`src/gopc_cfg.svh`:
```
// Purpose: register offsets, field positions and constants
// Assumes: 32-bit AXI4-Lite register bus, byte addresses
// Notes: definitions only
`ifndef GOPC_CFG_SVH
`define GOPC_CFG_SVH
`define GOPC_OFS_STEER 8'h00
`define GOPC_OFS_FWPIX 8'h04
`define GOPC_OFS_WIN 8'h08
`define GOPC_STEER_WMASK 32'hFF7FF000
`define GOPC_FWPIX_WMASK 32'hC0F0F000
`define GOPC_WIN_WMASK 32'h0001FFFF
`define GOPC_SEL4_LSB 12
`define GOPC_SEL_W 3
`define GOPC_AGG_MSB 22
`define GOPC_AGG_LSB 21
`define GOPC_HJ_MSB 27
`define GOPC_HJ_LSB 24
`define GOPC_VJ_MSB 31
`define GOPC_VJ_LSB 28
`define GOPC_REV_MSB 11
`define GOPC_REV_LSB 0
`define GOPC_TRIM_MSB 15
`define GOPC_TRIM_LSB 12
`define GOPC_TYPE_MSB 19
`define GOPC_TYPE_LSB 16
`define GOPC_TRUNC_BIT 20
`define GOPC_CLIP_BIT 21
`define GOPC_BRST_BIT 23
`define GOPC_BANK_MSB 29
`define GOPC_BANK_LSB 24
`define GOPC_MUL_MSB 31
`define GOPC_MUL_LSB 30
`define GOPC_ACTIVE_CLOCKS_PER_LINE_MSB 16
`define GOPC_TRIM_MAX 4'h7
`define GOPC_CLIP_HI 240
`define GOPC_CLIP_LO 15
`define GOPC_LANE_KEEP 8
`define GOPC_AGG_LIM0 10'h000
`define GOPC_AGG_LIM1 10'h00F
`define GOPC_AGG_LIM2 10'h07F
`define GOPC_AGG_LIM3 10'h3FF
`define GOPC_RESP_OK 2'h0
`define GOPC_RESP_ERR 2'h2
`endif

```
`src/gopc_pkg.sv`:
```
// Purpose: shared types of the output steering and pixel control block
// Assumes: codes match the 3-bit selector fields
// Notes: pixel data width is fixed at 16 bits in gopc_pix_t, not set by a top parameter
package gopc_pkg;
	typedef enum logic [2:0] {
		GOPC_SRC_HOST = 3'h0,
		GOPC_SRC_T0 = 3'h1,
		GOPC_SRC_T1 = 3'h2,
		GOPC_SRC_T2 = 3'h3,
		GOPC_SRC_T3 = 3'h4,
		GOPC_SRC_CLK = 3'h5,
		GOPC_SRC_GEN = 3'h6,
		GOPC_SRC_RSV = 3'h7
	} gopc_src_t;
	typedef enum logic [1:0] {
		GOPC_MUL_X1 = 2'h0,
		GOPC_MUL_X2 = 2'h1,
		GOPC_MUL_R2 = 2'h2,
		GOPC_MUL_R3 = 2'h3
	} gopc_mul_t;
	typedef struct packed {
		logic valid;
		logic [15:0] data;
	} gopc_pix_t;
endpackage

```
`src/gopc_top.sv`:
```
// Purpose: output pin steering, frame grouping, jump indices, line enable trim, pixel truncate/clip
// Assumes: every input is synchronous to clk; one write and one read at a time
// Notes: ce low freezes all state including the bus handshake
`include "gopc_cfg.svh"
module gopc_top
	import gopc_pkg::*;
#(
	parameter int AW = 8,
	parameter logic [11:0] FW_REV = 12'h001, // arbitrary value
	parameter logic [3:0] FW_KIND = 4'h1 // arbitrary value
)(
	input wire logic clk,
	input wire logic rst,
	input wire logic ce,
	input wire logic [AW-1:0] s_axi_awaddr,
	input wire logic s_axi_awvalid,
	output logic s_axi_awready,
	input wire logic [31:0] s_axi_wdata,
	input wire logic [3:0] s_axi_wstrb,
	input wire logic s_axi_wvalid,
	output logic s_axi_wready,
	output logic [1:0] s_axi_bresp,
	output logic s_axi_bvalid,
	input wire logic s_axi_bready,
	input wire logic [AW-1:0] s_axi_araddr,
	input wire logic s_axi_arvalid,
	output logic s_axi_arready,
	output logic [31:0] s_axi_rdata,
	output logic [1:0] s_axi_rresp,
	output logic s_axi_rvalid,
	input wire logic s_axi_rready,
	input wire logic [2:0] hostOutBits,
	input wire logic [3:0] tableOut,
	input wire logic intClk,
	input wire logic sigGen,
	input wire logic frameDone,
	input wire logic lineEnableIn,
	input wire logic frameEnable,
	input wire gopc_pix_t pixIn,
	output logic [2:0] generalOutPin,
	output logic dmaFrameEnd,
	output logic lineEnableOut,
	output logic hJumpLoad,
	output logic [3:0] hJumpIdx,
	output logic vJumpLoad,
	output logic [3:0] vJumpIdx,
	output gopc_pix_t pixOut,
	output logic [17:0] lineClocks
);
	logic [31:0] steer_ff;
	logic [31:0] fwpix_ff;
	logic [31:0] win_ff;
	logic [AW-1:0] awAddr_ff;
	logic awHeld_ff;
	logic [31:0] wData_ff;
	logic [3:0] wStrb_ff;
	logic wHeld_ff;
	logic bValid_ff;
	logic [1:0] bResp_ff;
	logic rValid_ff;
	logic [31:0] rData_ff;
	logic [1:0] rResp_ff;
	logic [2:0] pin_ff;
	logic [9:0] aggCnt_ff;
	logic dmaEnd_ff;
	logic [5:0] bank_ff;
	logic [6:0] lenSh_ff;
	logic lenOut_ff;
	logic hLoad_ff;
	logic vLoad_ff;
	logic frameEnPrev_ff;
	gopc_pix_t pix_ff;
	logic [17:0] lineClk_ff;
	logic doWrite;
	logic [31:0] byteMask;
	logic [31:0] readWord;
	logic readHit;
	logic writeHit;
	logic [9:0] aggLim;
	logic [3:0] trimSel;
	logic lenTap;
	logic [15:0] pixNxt;
	logic [AW-1:0] awAddrEff;

	// bus readies: a held channel is refused until the response has gone
	assign s_axi_awready = ce && !awHeld_ff && !bValid_ff;
	assign s_axi_wready = ce && !wHeld_ff && !bValid_ff;
	assign s_axi_arready = ce && !rValid_ff;
	assign s_axi_bvalid = bValid_ff;
	assign s_axi_bresp = bResp_ff;
	assign s_axi_rvalid = rValid_ff;
	assign s_axi_rdata = rData_ff;
	assign s_axi_rresp = rResp_ff;
	assign doWrite = ce && awHeld_ff && wHeld_ff && !bValid_ff;

	// address and data may arrive in either order; each is latched alone
	always_ff @(posedge clk)
	begin
		if (rst)
		begin
			awHeld_ff <= 1'b0;
			wHeld_ff <= 1'b0;
			awAddr_ff <= '0;
			wData_ff <= 32'h0000_0000;
			wStrb_ff <= 4'h0;
		end
		else if (ce)
		begin
			if (s_axi_awvalid && s_axi_awready)
			begin
				awHeld_ff <= 1'b1;
				awAddr_ff <= s_axi_awaddr;
			end
			else if (doWrite)
				awHeld_ff <= 1'b0;
			if (s_axi_wvalid && s_axi_wready)
			begin
				wHeld_ff <= 1'b1;
				wData_ff <= s_axi_wdata;
				wStrb_ff <= s_axi_wstrb;
			end
			else if (doWrite)
				wHeld_ff <= 1'b0;
		end
	end

	// word-aligned decode; low address bits ignored
	assign awAddrEff = {awAddr_ff[AW-1:2], 2'h0};
	assign writeHit = (awAddrEff == AW'(`GOPC_OFS_STEER)) ||
		(awAddrEff == AW'(`GOPC_OFS_FWPIX)) || (awAddrEff == AW'(`GOPC_OFS_WIN));
	assign byteMask = {{8{wStrb_ff[3]}}, {8{wStrb_ff[2]}}, {8{wStrb_ff[1]}},
		{8{wStrb_ff[0]}}};

	// write response one cycle after both halves are held
	always_ff @(posedge clk)
	begin
		if (rst)
		begin
			bValid_ff <= 1'b0;
			bResp_ff <= `GOPC_RESP_OK;
		end
		else if (ce)
		begin
			if (doWrite)
			begin
				bValid_ff <= 1'b1;
				bResp_ff <= writeHit ? `GOPC_RESP_OK : `GOPC_RESP_ERR;
			end
			else if (s_axi_bready)
				bValid_ff <= 1'b0;
		end
	end

	// control registers; read-only bits, and reserved bits other than bit 22 of the firmware word, are never stored
	always_ff @(posedge clk)
	begin
		if (rst)
		begin
			steer_ff <= 32'h0000_0000;
			fwpix_ff <= 32'h0000_0000;
			win_ff <= 32'h0000_0000;
		end
		else if (doWrite)
		begin
			if (awAddrEff == AW'(`GOPC_OFS_STEER))
				steer_ff <= (steer_ff & ~(byteMask & `GOPC_STEER_WMASK)) |
					(wData_ff & byteMask & `GOPC_STEER_WMASK);
			if (awAddrEff == AW'(`GOPC_OFS_FWPIX))
				fwpix_ff <= (fwpix_ff & ~(byteMask & `GOPC_FWPIX_WMASK)) |
					(wData_ff & byteMask & `GOPC_FWPIX_WMASK);
			if (awAddrEff == AW'(`GOPC_OFS_WIN))
				win_ff <= (win_ff & ~(byteMask & `GOPC_WIN_WMASK)) |
					(wData_ff & byteMask & `GOPC_WIN_WMASK);
		end
	end

	// read word assembly: revision and kind come from parameters, bank from live state
	always_comb
	begin
		readWord = 32'h0000_0000;
		readHit = 1'b1;
		unique case ({s_axi_araddr[AW-1:2], 2'h0})
			AW'(`GOPC_OFS_STEER): readWord = steer_ff;
			AW'(`GOPC_OFS_FWPIX):
			begin
				readWord = fwpix_ff;
				readWord[`GOPC_REV_MSB:`GOPC_REV_LSB] = FW_REV;
				readWord[`GOPC_TYPE_MSB:`GOPC_TYPE_LSB] = FW_KIND;
				readWord[`GOPC_BANK_MSB:`GOPC_BANK_LSB] = bank_ff;
			end
			AW'(`GOPC_OFS_WIN): readWord = win_ff;
			default: readHit = 1'b0;
		endcase
	end

	// read data one cycle after the address is taken
	always_ff @(posedge clk)
	begin
		if (rst)
		begin
			rValid_ff <= 1'b0;
			rData_ff <= 32'h0000_0000;
			rResp_ff <= `GOPC_RESP_OK;
		end
		else if (ce)
		begin
			if (s_axi_arvalid && s_axi_arready)
			begin
				rValid_ff <= 1'b1;
				rData_ff <= readWord;
				rResp_ff <= readHit ? `GOPC_RESP_OK : `GOPC_RESP_ERR;
			end
			else if (s_axi_rready)
				rValid_ff <= 1'b0;
		end
	end

	// one source multiplexer per pin, registered so the pins never glitch
	function automatic logic pinSource(input gopc_src_t sel, input logic host);
		unique case (sel)
			GOPC_SRC_HOST: pinSource = host;
			GOPC_SRC_T0: pinSource = tableOut[0];
			GOPC_SRC_T1: pinSource = tableOut[1];
			GOPC_SRC_T2: pinSource = tableOut[2];
			GOPC_SRC_T3: pinSource = tableOut[3];
			GOPC_SRC_CLK: pinSource = intClk;
			GOPC_SRC_GEN: pinSource = sigGen;
			GOPC_SRC_RSV: pinSource = 1'b0;
		endcase
	endfunction

	for (genvar p = 0; p < 3; p++)
	begin : gPin
		always_ff @(posedge clk)
		begin
			if (rst)
				pin_ff[p] <= 1'b0;
			else if (ce)
				pin_ff[p] <= pinSource(gopc_src_t'(steer_ff[`GOPC_SEL4_LSB +
					p*`GOPC_SEL_W +: `GOPC_SEL_W]), hostOutBits[p]);
		end
	end
	assign generalOutPin = pin_ff;

	// frame grouping; a shrunk limit wraps at once rather than overrun
	always_comb
	begin
		unique case (steer_ff[`GOPC_AGG_MSB:`GOPC_AGG_LSB])
			2'h0: aggLim = `GOPC_AGG_LIM0;
			2'h1: aggLim = `GOPC_AGG_LIM1;
			2'h2: aggLim = `GOPC_AGG_LIM2;
			2'h3: aggLim = `GOPC_AGG_LIM3;
		endcase
	end

	always_ff @(posedge clk)
	begin
		if (rst)
		begin
			aggCnt_ff <= 10'h000;
			dmaEnd_ff <= 1'b0;
		end
		else if (ce)
		begin
			dmaEnd_ff <= frameDone && (aggCnt_ff >= aggLim);
			if (frameDone)
				aggCnt_ff <= (aggCnt_ff >= aggLim) ? 10'h000 : aggCnt_ff + 10'h001;
		end
	end
	assign dmaFrameEnd = dmaEnd_ff;

	// starting bank steps per DMA frame; bank reset holds it at zero
	always_ff @(posedge clk)
	begin
		if (rst)
			bank_ff <= 6'h00;
		else if (ce)
		begin
			if (fwpix_ff[`GOPC_BRST_BIT])
				bank_ff <= 6'h00;
			else if (dmaEnd_ff)
				bank_ff <= bank_ff + 6'h01;
		end
	end

	// trim tap: values above seven are clamped to seven
	assign trimSel = (fwpix_ff[`GOPC_TRIM_MSB:`GOPC_TRIM_LSB] > `GOPC_TRIM_MAX) ?
		`GOPC_TRIM_MAX : fwpix_ff[`GOPC_TRIM_MSB:`GOPC_TRIM_LSB];
	assign lenTap = (trimSel == 4'h0) ? lineEnableIn : lenSh_ff[trimSel[2:0] - 3'h1];

	// line enable delay line; pixels pass the same single output stage
	always_ff @(posedge clk)
	begin
		if (rst)
		begin
			lenSh_ff <= 7'h00;
			lenOut_ff <= 1'b0;
		end
		else if (ce)
		begin
			lenSh_ff <= {lenSh_ff[5:0], lineEnableIn};
			lenOut_ff <= lenTap;
		end
	end
	assign lineEnableOut = lenOut_ff;

	// jump loads on the rising edge of the enables; only the line enable is trimmed
	always_ff @(posedge clk)
	begin
		if (rst)
		begin
			hLoad_ff <= 1'b0;
			vLoad_ff <= 1'b0;
			frameEnPrev_ff <= 1'b0;
		end
		else if (ce)
		begin
			hLoad_ff <= lenTap && !lenOut_ff;
			vLoad_ff <= frameEnable && !frameEnPrev_ff;
			frameEnPrev_ff <= frameEnable;
		end
	end
	assign hJumpLoad = hLoad_ff;
	assign vJumpLoad = vLoad_ff;
	// indices are entry numbers as written; no location translation here
	assign hJumpIdx = steer_ff[`GOPC_HJ_MSB:`GOPC_HJ_LSB];
	assign vJumpIdx = steer_ff[`GOPC_VJ_MSB:`GOPC_VJ_LSB];

	// truncate first, then clip, so clipping sees the truncated value
	always_comb
	begin
		pixNxt = pixIn.data;
		if (fwpix_ff[`GOPC_TRUNC_BIT])
			pixNxt = {8'h00, pixIn.data[`GOPC_LANE_KEEP-1:0]};
		if (fwpix_ff[`GOPC_CLIP_BIT])
		begin
			if (pixNxt > 16'(`GOPC_CLIP_HI))
				pixNxt = 16'(`GOPC_CLIP_HI);
			else if (pixNxt < 16'(`GOPC_CLIP_LO))
				pixNxt = 16'(`GOPC_CLIP_LO);
		end
	end

	always_ff @(posedge clk)
	begin
		if (rst)
			pix_ff <= '0;
		else if (ce)
		begin
			pix_ff.valid <= pixIn.valid;
			pix_ff.data <= pixNxt;
		end
	end
	assign pixOut = pix_ff;

	// effective line length; reserved multiplier codes act as code zero
	always_ff @(posedge clk)
	begin
		if (rst)
			lineClk_ff <= 18'h00000;
		else if (ce)
		begin
			if (gopc_mul_t'(fwpix_ff[`GOPC_MUL_MSB:`GOPC_MUL_LSB]) == GOPC_MUL_X2)
				lineClk_ff <= {win_ff[`GOPC_ACTIVE_CLOCKS_PER_LINE_MSB:0], 1'b0};
			else
				lineClk_ff <= {1'b0, win_ff[`GOPC_ACTIVE_CLOCKS_PER_LINE_MSB:0]};
		end
	end
	assign lineClocks = lineClk_ff;
endmodule // gopc_top

```
`config.mk`:
```
export PLATFORM = sky130hd
export DESIGN_NAME = gopc_top
export DESIGN_NICKNAME = d
export VERILOG_FILES = /design/src/gopc_pkg.sv /design/src/gopc_top.sv
export VERILOG_INCLUDE_DIRS = /design/src
export SDC_FILE = /design/constraint.sdc
export NUM_CORES = 1
export LEC_CHECK = 0
export ABC_AREA = 1
export BUFFER_PORTS_ARGS = -buffer_cell sky130_fd_sc_hd__buf_2
export CORE_AREA = 2 2 136 138
export DETAILED_ROUTE_END_ITERATION = 10
export DIE_AREA = 0 0 138 140
export PLACE_DENSITY = 0.72
export SLEW_MARGIN = 10
export SYNTH_ARGS = -nofsm -noshare
export SYNTH_HDL_FRONTEND = slang
export SYNTH_SLANG_ARGS = --single-unit
```
`constraint.sdc`:
```
create_clock -name clk -period 1.7 [get_ports clk]
set_clock_uncertainty 0.2 [all_clocks]
set_input_delay 0.255 -clock clk [delete_from_list [all_inputs] [get_ports clk]]
set_output_delay 0.255 -clock clk [all_outputs]
set_load 0.01 [all_outputs]
```
Word level (Yosys, flattened, before mapping)
Index checks and enable logic that the tools add are counted.
{"block": "word_totals", "input_bits": 89, "regBits": 246, "word_cells": 149}
{"block": "classes", "bitwise": 10, "order_cmp": 5, "add_sub_neg": 3, "n_reduce_logical": 48, "mux": 27, "n_eq_ne": 29}
{"cell": "$and 32x32->32", "n": 4}
{"cell": "$pmux 32 s3", "n": 1}
{"cell": "$mux 16", "n": 4}
{"cell": "$not 32->32", "n": 2}
{"cell": "$or 32x32->32", "n": 2}
{"cell": "$pmux 10 s4", "n": 1}
{"cell": "$eq 3x3->1 const B", "n": 12}
{"cell": "$not 17->32", "n": 1}
{"cell": "$or 32x17->32", "n": 1}
{"cell": "$reduce_and 2->1", "n": 13}
{"cell": "$pmux 1 s8", "n": 3}
{"cell": "$eq 3x2->1 const B", "n": 6}
{"cell": "$mux 18", "n": 1}
{"cell": "$gt 16x8->1 const B", "n": 1}
{"cell": "$lt 16x4->1 const B", "n": 1}
{"cell": "$logic_and 1x1->1", "n": 14}
{"cell": "$eq 6x1->1 const B", "n": 2}
{"cell": "$eq 6x2->1 const B", "n": 2}
{"cell": "$mux 6", "n": 2}
{"cell": "$add 10x1->10 const B", "n": 1}
{"cell": "$ge 10x10->1", "n": 1}
{"cell": "$mux 1", "n": 10}
{"cell": "$mux 10", "n": 1}
{"cell": "$reduce_bool 2->1", "n": 5}
{"cell": "other kinds (18)", "n": 31}

Longest topological paths before layout
{"block": "depth", "ltp_word": 7, "ltp_mapped": 13}

Least setup slack after synthesis
OpenSTA, ideal clock, no wires.
{"block": "synth_path", "path_type": "register -> register", "start": "register (tool-made name)", "end": "register aggCnt_ff[7]", "path_stages_with_launch": 13, "arrival_ns": 1.520, "path_slack_ns": -0.086, "required_ns": 1.434, "path_cell_list": "dfxtp_1 nor2_1 inv_1 ha_1 o21ai_0 nand2_1 nand2_1 nor2_1 nor2_1 nand2_1 nand2_1 nand2_1 nor2_1"}
{"element": "to (signal assigned)", "line": "gopc_top.sv:267", "source": "aggCnt_ff <= (aggCnt_ff >= aggLim) ? 10'h000 : aggCnt_ff + 10'h001;"}
{"element": "to (decl)", "line": "gopc_top.sv:64", "source": "logic [9:0] aggCnt_ff;"}

==> impl_metrics.json <==
{
  "yosys_warnings": 0,
  "ant_nets": 0,
  "final_area_sq_mm": 0.01129,
  "grt_pass1_vias": 7559,
  "final_util_pct": 63.48,
  "placedInstanceArea_sq_mm": 0.009656,
  "slew_violations": 0,
  "numPortBuffers": 173,
  "setup_viol": 13,
  "ioPinCount": 180,
  "seq_area_frac_synth_pct": 46.67,
  "ys.flop_type": "dfxtp_1",
  "start_kind": "register",
  "violations": "negative setup slack",
  "syn_area_sq_mm": 0.008237,
  "numCtsBuffers": 17,
  "cts_root_buf": "clkbuf_16",
  "synthMostInstantiatedCell": "nand2_1",
  "p_total_w": 0.009822,
  "path_class": "reg2reg",
  "ys_async_sr_fraction_pct": 0,
  "vdd_drop_max_uv": 740.4,
  "synth_edf_count": 0,
  "status": "complete, but fails checks",
  "diodes": 0,
  "first_pass_iters": 5,
  "wl_um": 23630,
  "syn_avg_cell_area_sq_um": 7.244,
  "synthDistinctLibCells": 45,
  "viasPerCell": 5.074,
  "h-tree-depth": 4,
  "hp-class": "in2reg",
  "critPathMaxFanout": 3,
  "power.leakage_nw": 5.140,
  "tightestPinTransition_ps": 544.8,
  "grt_pass1_wl_um": 37400,
  "hp-start": "s_axi_wdata[15]",
  "worst_ep_arrival_time_ps": 1950,
  "drtIter0Drc": 532,
  "period_share_pct": 108.2,
  "die_area_sq_mm": 0.01932,
  "die_y_um": 140,
  "grtUsageTotal_pct": 23.64,
  "post-route-min-period_ps": 1839,
  "rows": 49,
  "cellPowerDensity_mw_per_mm2": 870.2,
  "routedWlPerCell_um": 14.41,
  "yosys-top-cells-count": "231 x nand2_1, 192 x dfxtp_1, 187 x nor2_1",
  "setup_tns_ps": -1294,
  "dr_total_vias": 8322,
  "die_w_um": 138,
  "rsz0062_at_grt": "true",
  "gr-total-overflow": 0,
  "coreArea_sq_mm": 0.01778,
  "area_growth_pct": 37.04,
  "synthTopCellsByArea": "dfxtp_1 47%, nand2_1 11%, nor2_1 8.5%",
  "nets": 1498,
  "cp.required_ps": 1820,
  "fmax_ghz": 0.5439,
  "synth_top_area_share_pct": 46.67,
  "synthCells": 1137,
  "maxSlewHeadroom_pct": 63.68,
  "cts_tree": "built",
  "synth_area_leader_cell": "dfxtp_1",
  "dp_worst_setup_slack_ps": -202.2,
  "worst_slack_ps": -138.7,
  "hold_violations": 0,
  "synth_seq_cells": 192,
  "num-fill-cells": 1571,
  "antenna_found_initial": 0,
  "dp_hpwl_um": 16090,
  "insertion_delay_ps": 440,
  "crit_path_end_kind": "register",
  "clk_pin_slew_ps": 70,
  "clk_path_buf_depth": 2,
  "drcViolationCount": 0,
  "maxCapViolations": 0,
  "drive_gt1_share_pct": 26.65,
  "cts.sinks": 192,
  "grt_max_degree": 59,
  "start_util_pct": 46.33,
  "gp_congestion": 0.9305
}
[report_power, final]
group          total (W)  internal [W]  switching [W]
combinational    0.00107      0.000497       0.000575
clock            0.00396       0.00198        0.00198
sequential       0.00479       0.00467       0.000123
total            0.00982       0.00715        0.00268
[placed cells by master (no fill, tap or decap), types with 5 or more instances in the layout]
cell type	Yosys	routed
nand2_1	231	217
dlygate4sd3_1	0	62
o211ai_1	19	19
o22ai_1	10	10
nor2_2	4	20
buf_2	6	170
nor2_1	187	165
nor2_4	0	6
buf_12	0	8
a21oi_1	103	100
inv_2	4	11
dfxtp_1	192	181
clkbuf_16	0	17
o21ai_0	105	95
ha_1	11	5
nand3_1	45	44
nand2_2	2	13
o21ai_1	5	10
xor2_1	6	6
nor3_1	5	5
buf_4	16	52
inv_8	0	6
buf_6	0	12
inv_1	97	88
dfxtp_2	0	7
ha_4	0	6
o21ai_2	0	5
nand4_1	14	14
[metrics by stage]
step	hold slack (ps)	cells
after floorplan	186.0	1138
after global placement	248.5	1537
after detailed placement	251.4	1537
after CTS	14.94	1635
after global routing	58.21	1640
final	23.63	1640
[repair_timing]
item | CTS | global route
resized for setup | 40 | 71
setup buffers | 3 | 4
setup endpoints to repair | 27 | 83
pin swaps | 20 | 22
hold buffers | 62 | 0
endpoints found under the hold margin | 63 | 0
cloned | 1 | 2
[logic make-up (layout without fill, tap and decap cells)]
family                   count (synthesis)  in the layout  synth area share (%)
adder cells (fa/ha/maj)                 11             11                 1.671
buffers and inverters                  170            442                 8.628
other                                    1              2               0.04553
AO/OA/AOI/OAI                          251            251                 16.28
flip-flops                             192            192                 46.67
XOR/XNOR                                 7              7                0.7444
AND/OR/NAND/NOR                        505            506                 25.96
[worst max-delay path, cell delays in order (launching register included)]
cell	delay, ps
dfxtp_4	370
nor2_4	130
inv_2	70
ha_4	220
o21ai_2	130
nand2_1	70
nand2_1	60
nor2_1	40
nor2_1	90
nand2_1	100
nand2_4	120
buf_6	100
a21oi_2	40
[worst paths after layout]
| path | to | slack (ps) | cells past startpoint |
|---|---|---|---|
| worst max-delay path | dmaFrameEnd$_SDFFE_PP0P_ | -140 | 12 |
| worst min-delay path | wData_ff[15]$_SDFFE_PP0P_ | 20 | 4 |
| worst max register to register | dmaFrameEnd$_SDFFE_PP0P_ | -140 | 12 |
| worst min register to register | pixOut[0]$_SDFFE_PP0P_ | 260 | 2 |
[cell type report]
class | instances | area [sq um] | area share (%)
clock buffers | 17 | 425.4 | 3.769
multi-input cells | 777 | 3973 | 35.20
repair buffers | 304 | 2157 | 19.11
inverters | 104 | 401.6 | 3.558
repair inverters | 2 | 15.01 | 0.1330
well taps | 229 | 286.5 | 2.539
flip-flops and latches | 192 | 3867 | 34.26
clock inverters | 15 | 161.4 | 1.430
[layer usage]
metal / global-route usage (%) / vias to the layer above / routed length, um
met1: 30.59 / 3775 / 10470
met2: 39.45 / 293 / 11250
met5: 0 / - / 0
li1: - / 4200 / -
met3: 3.556 / 54 / 1168
met4: 10.26 / 0 / 737
(Power assumes the default switching activity.)
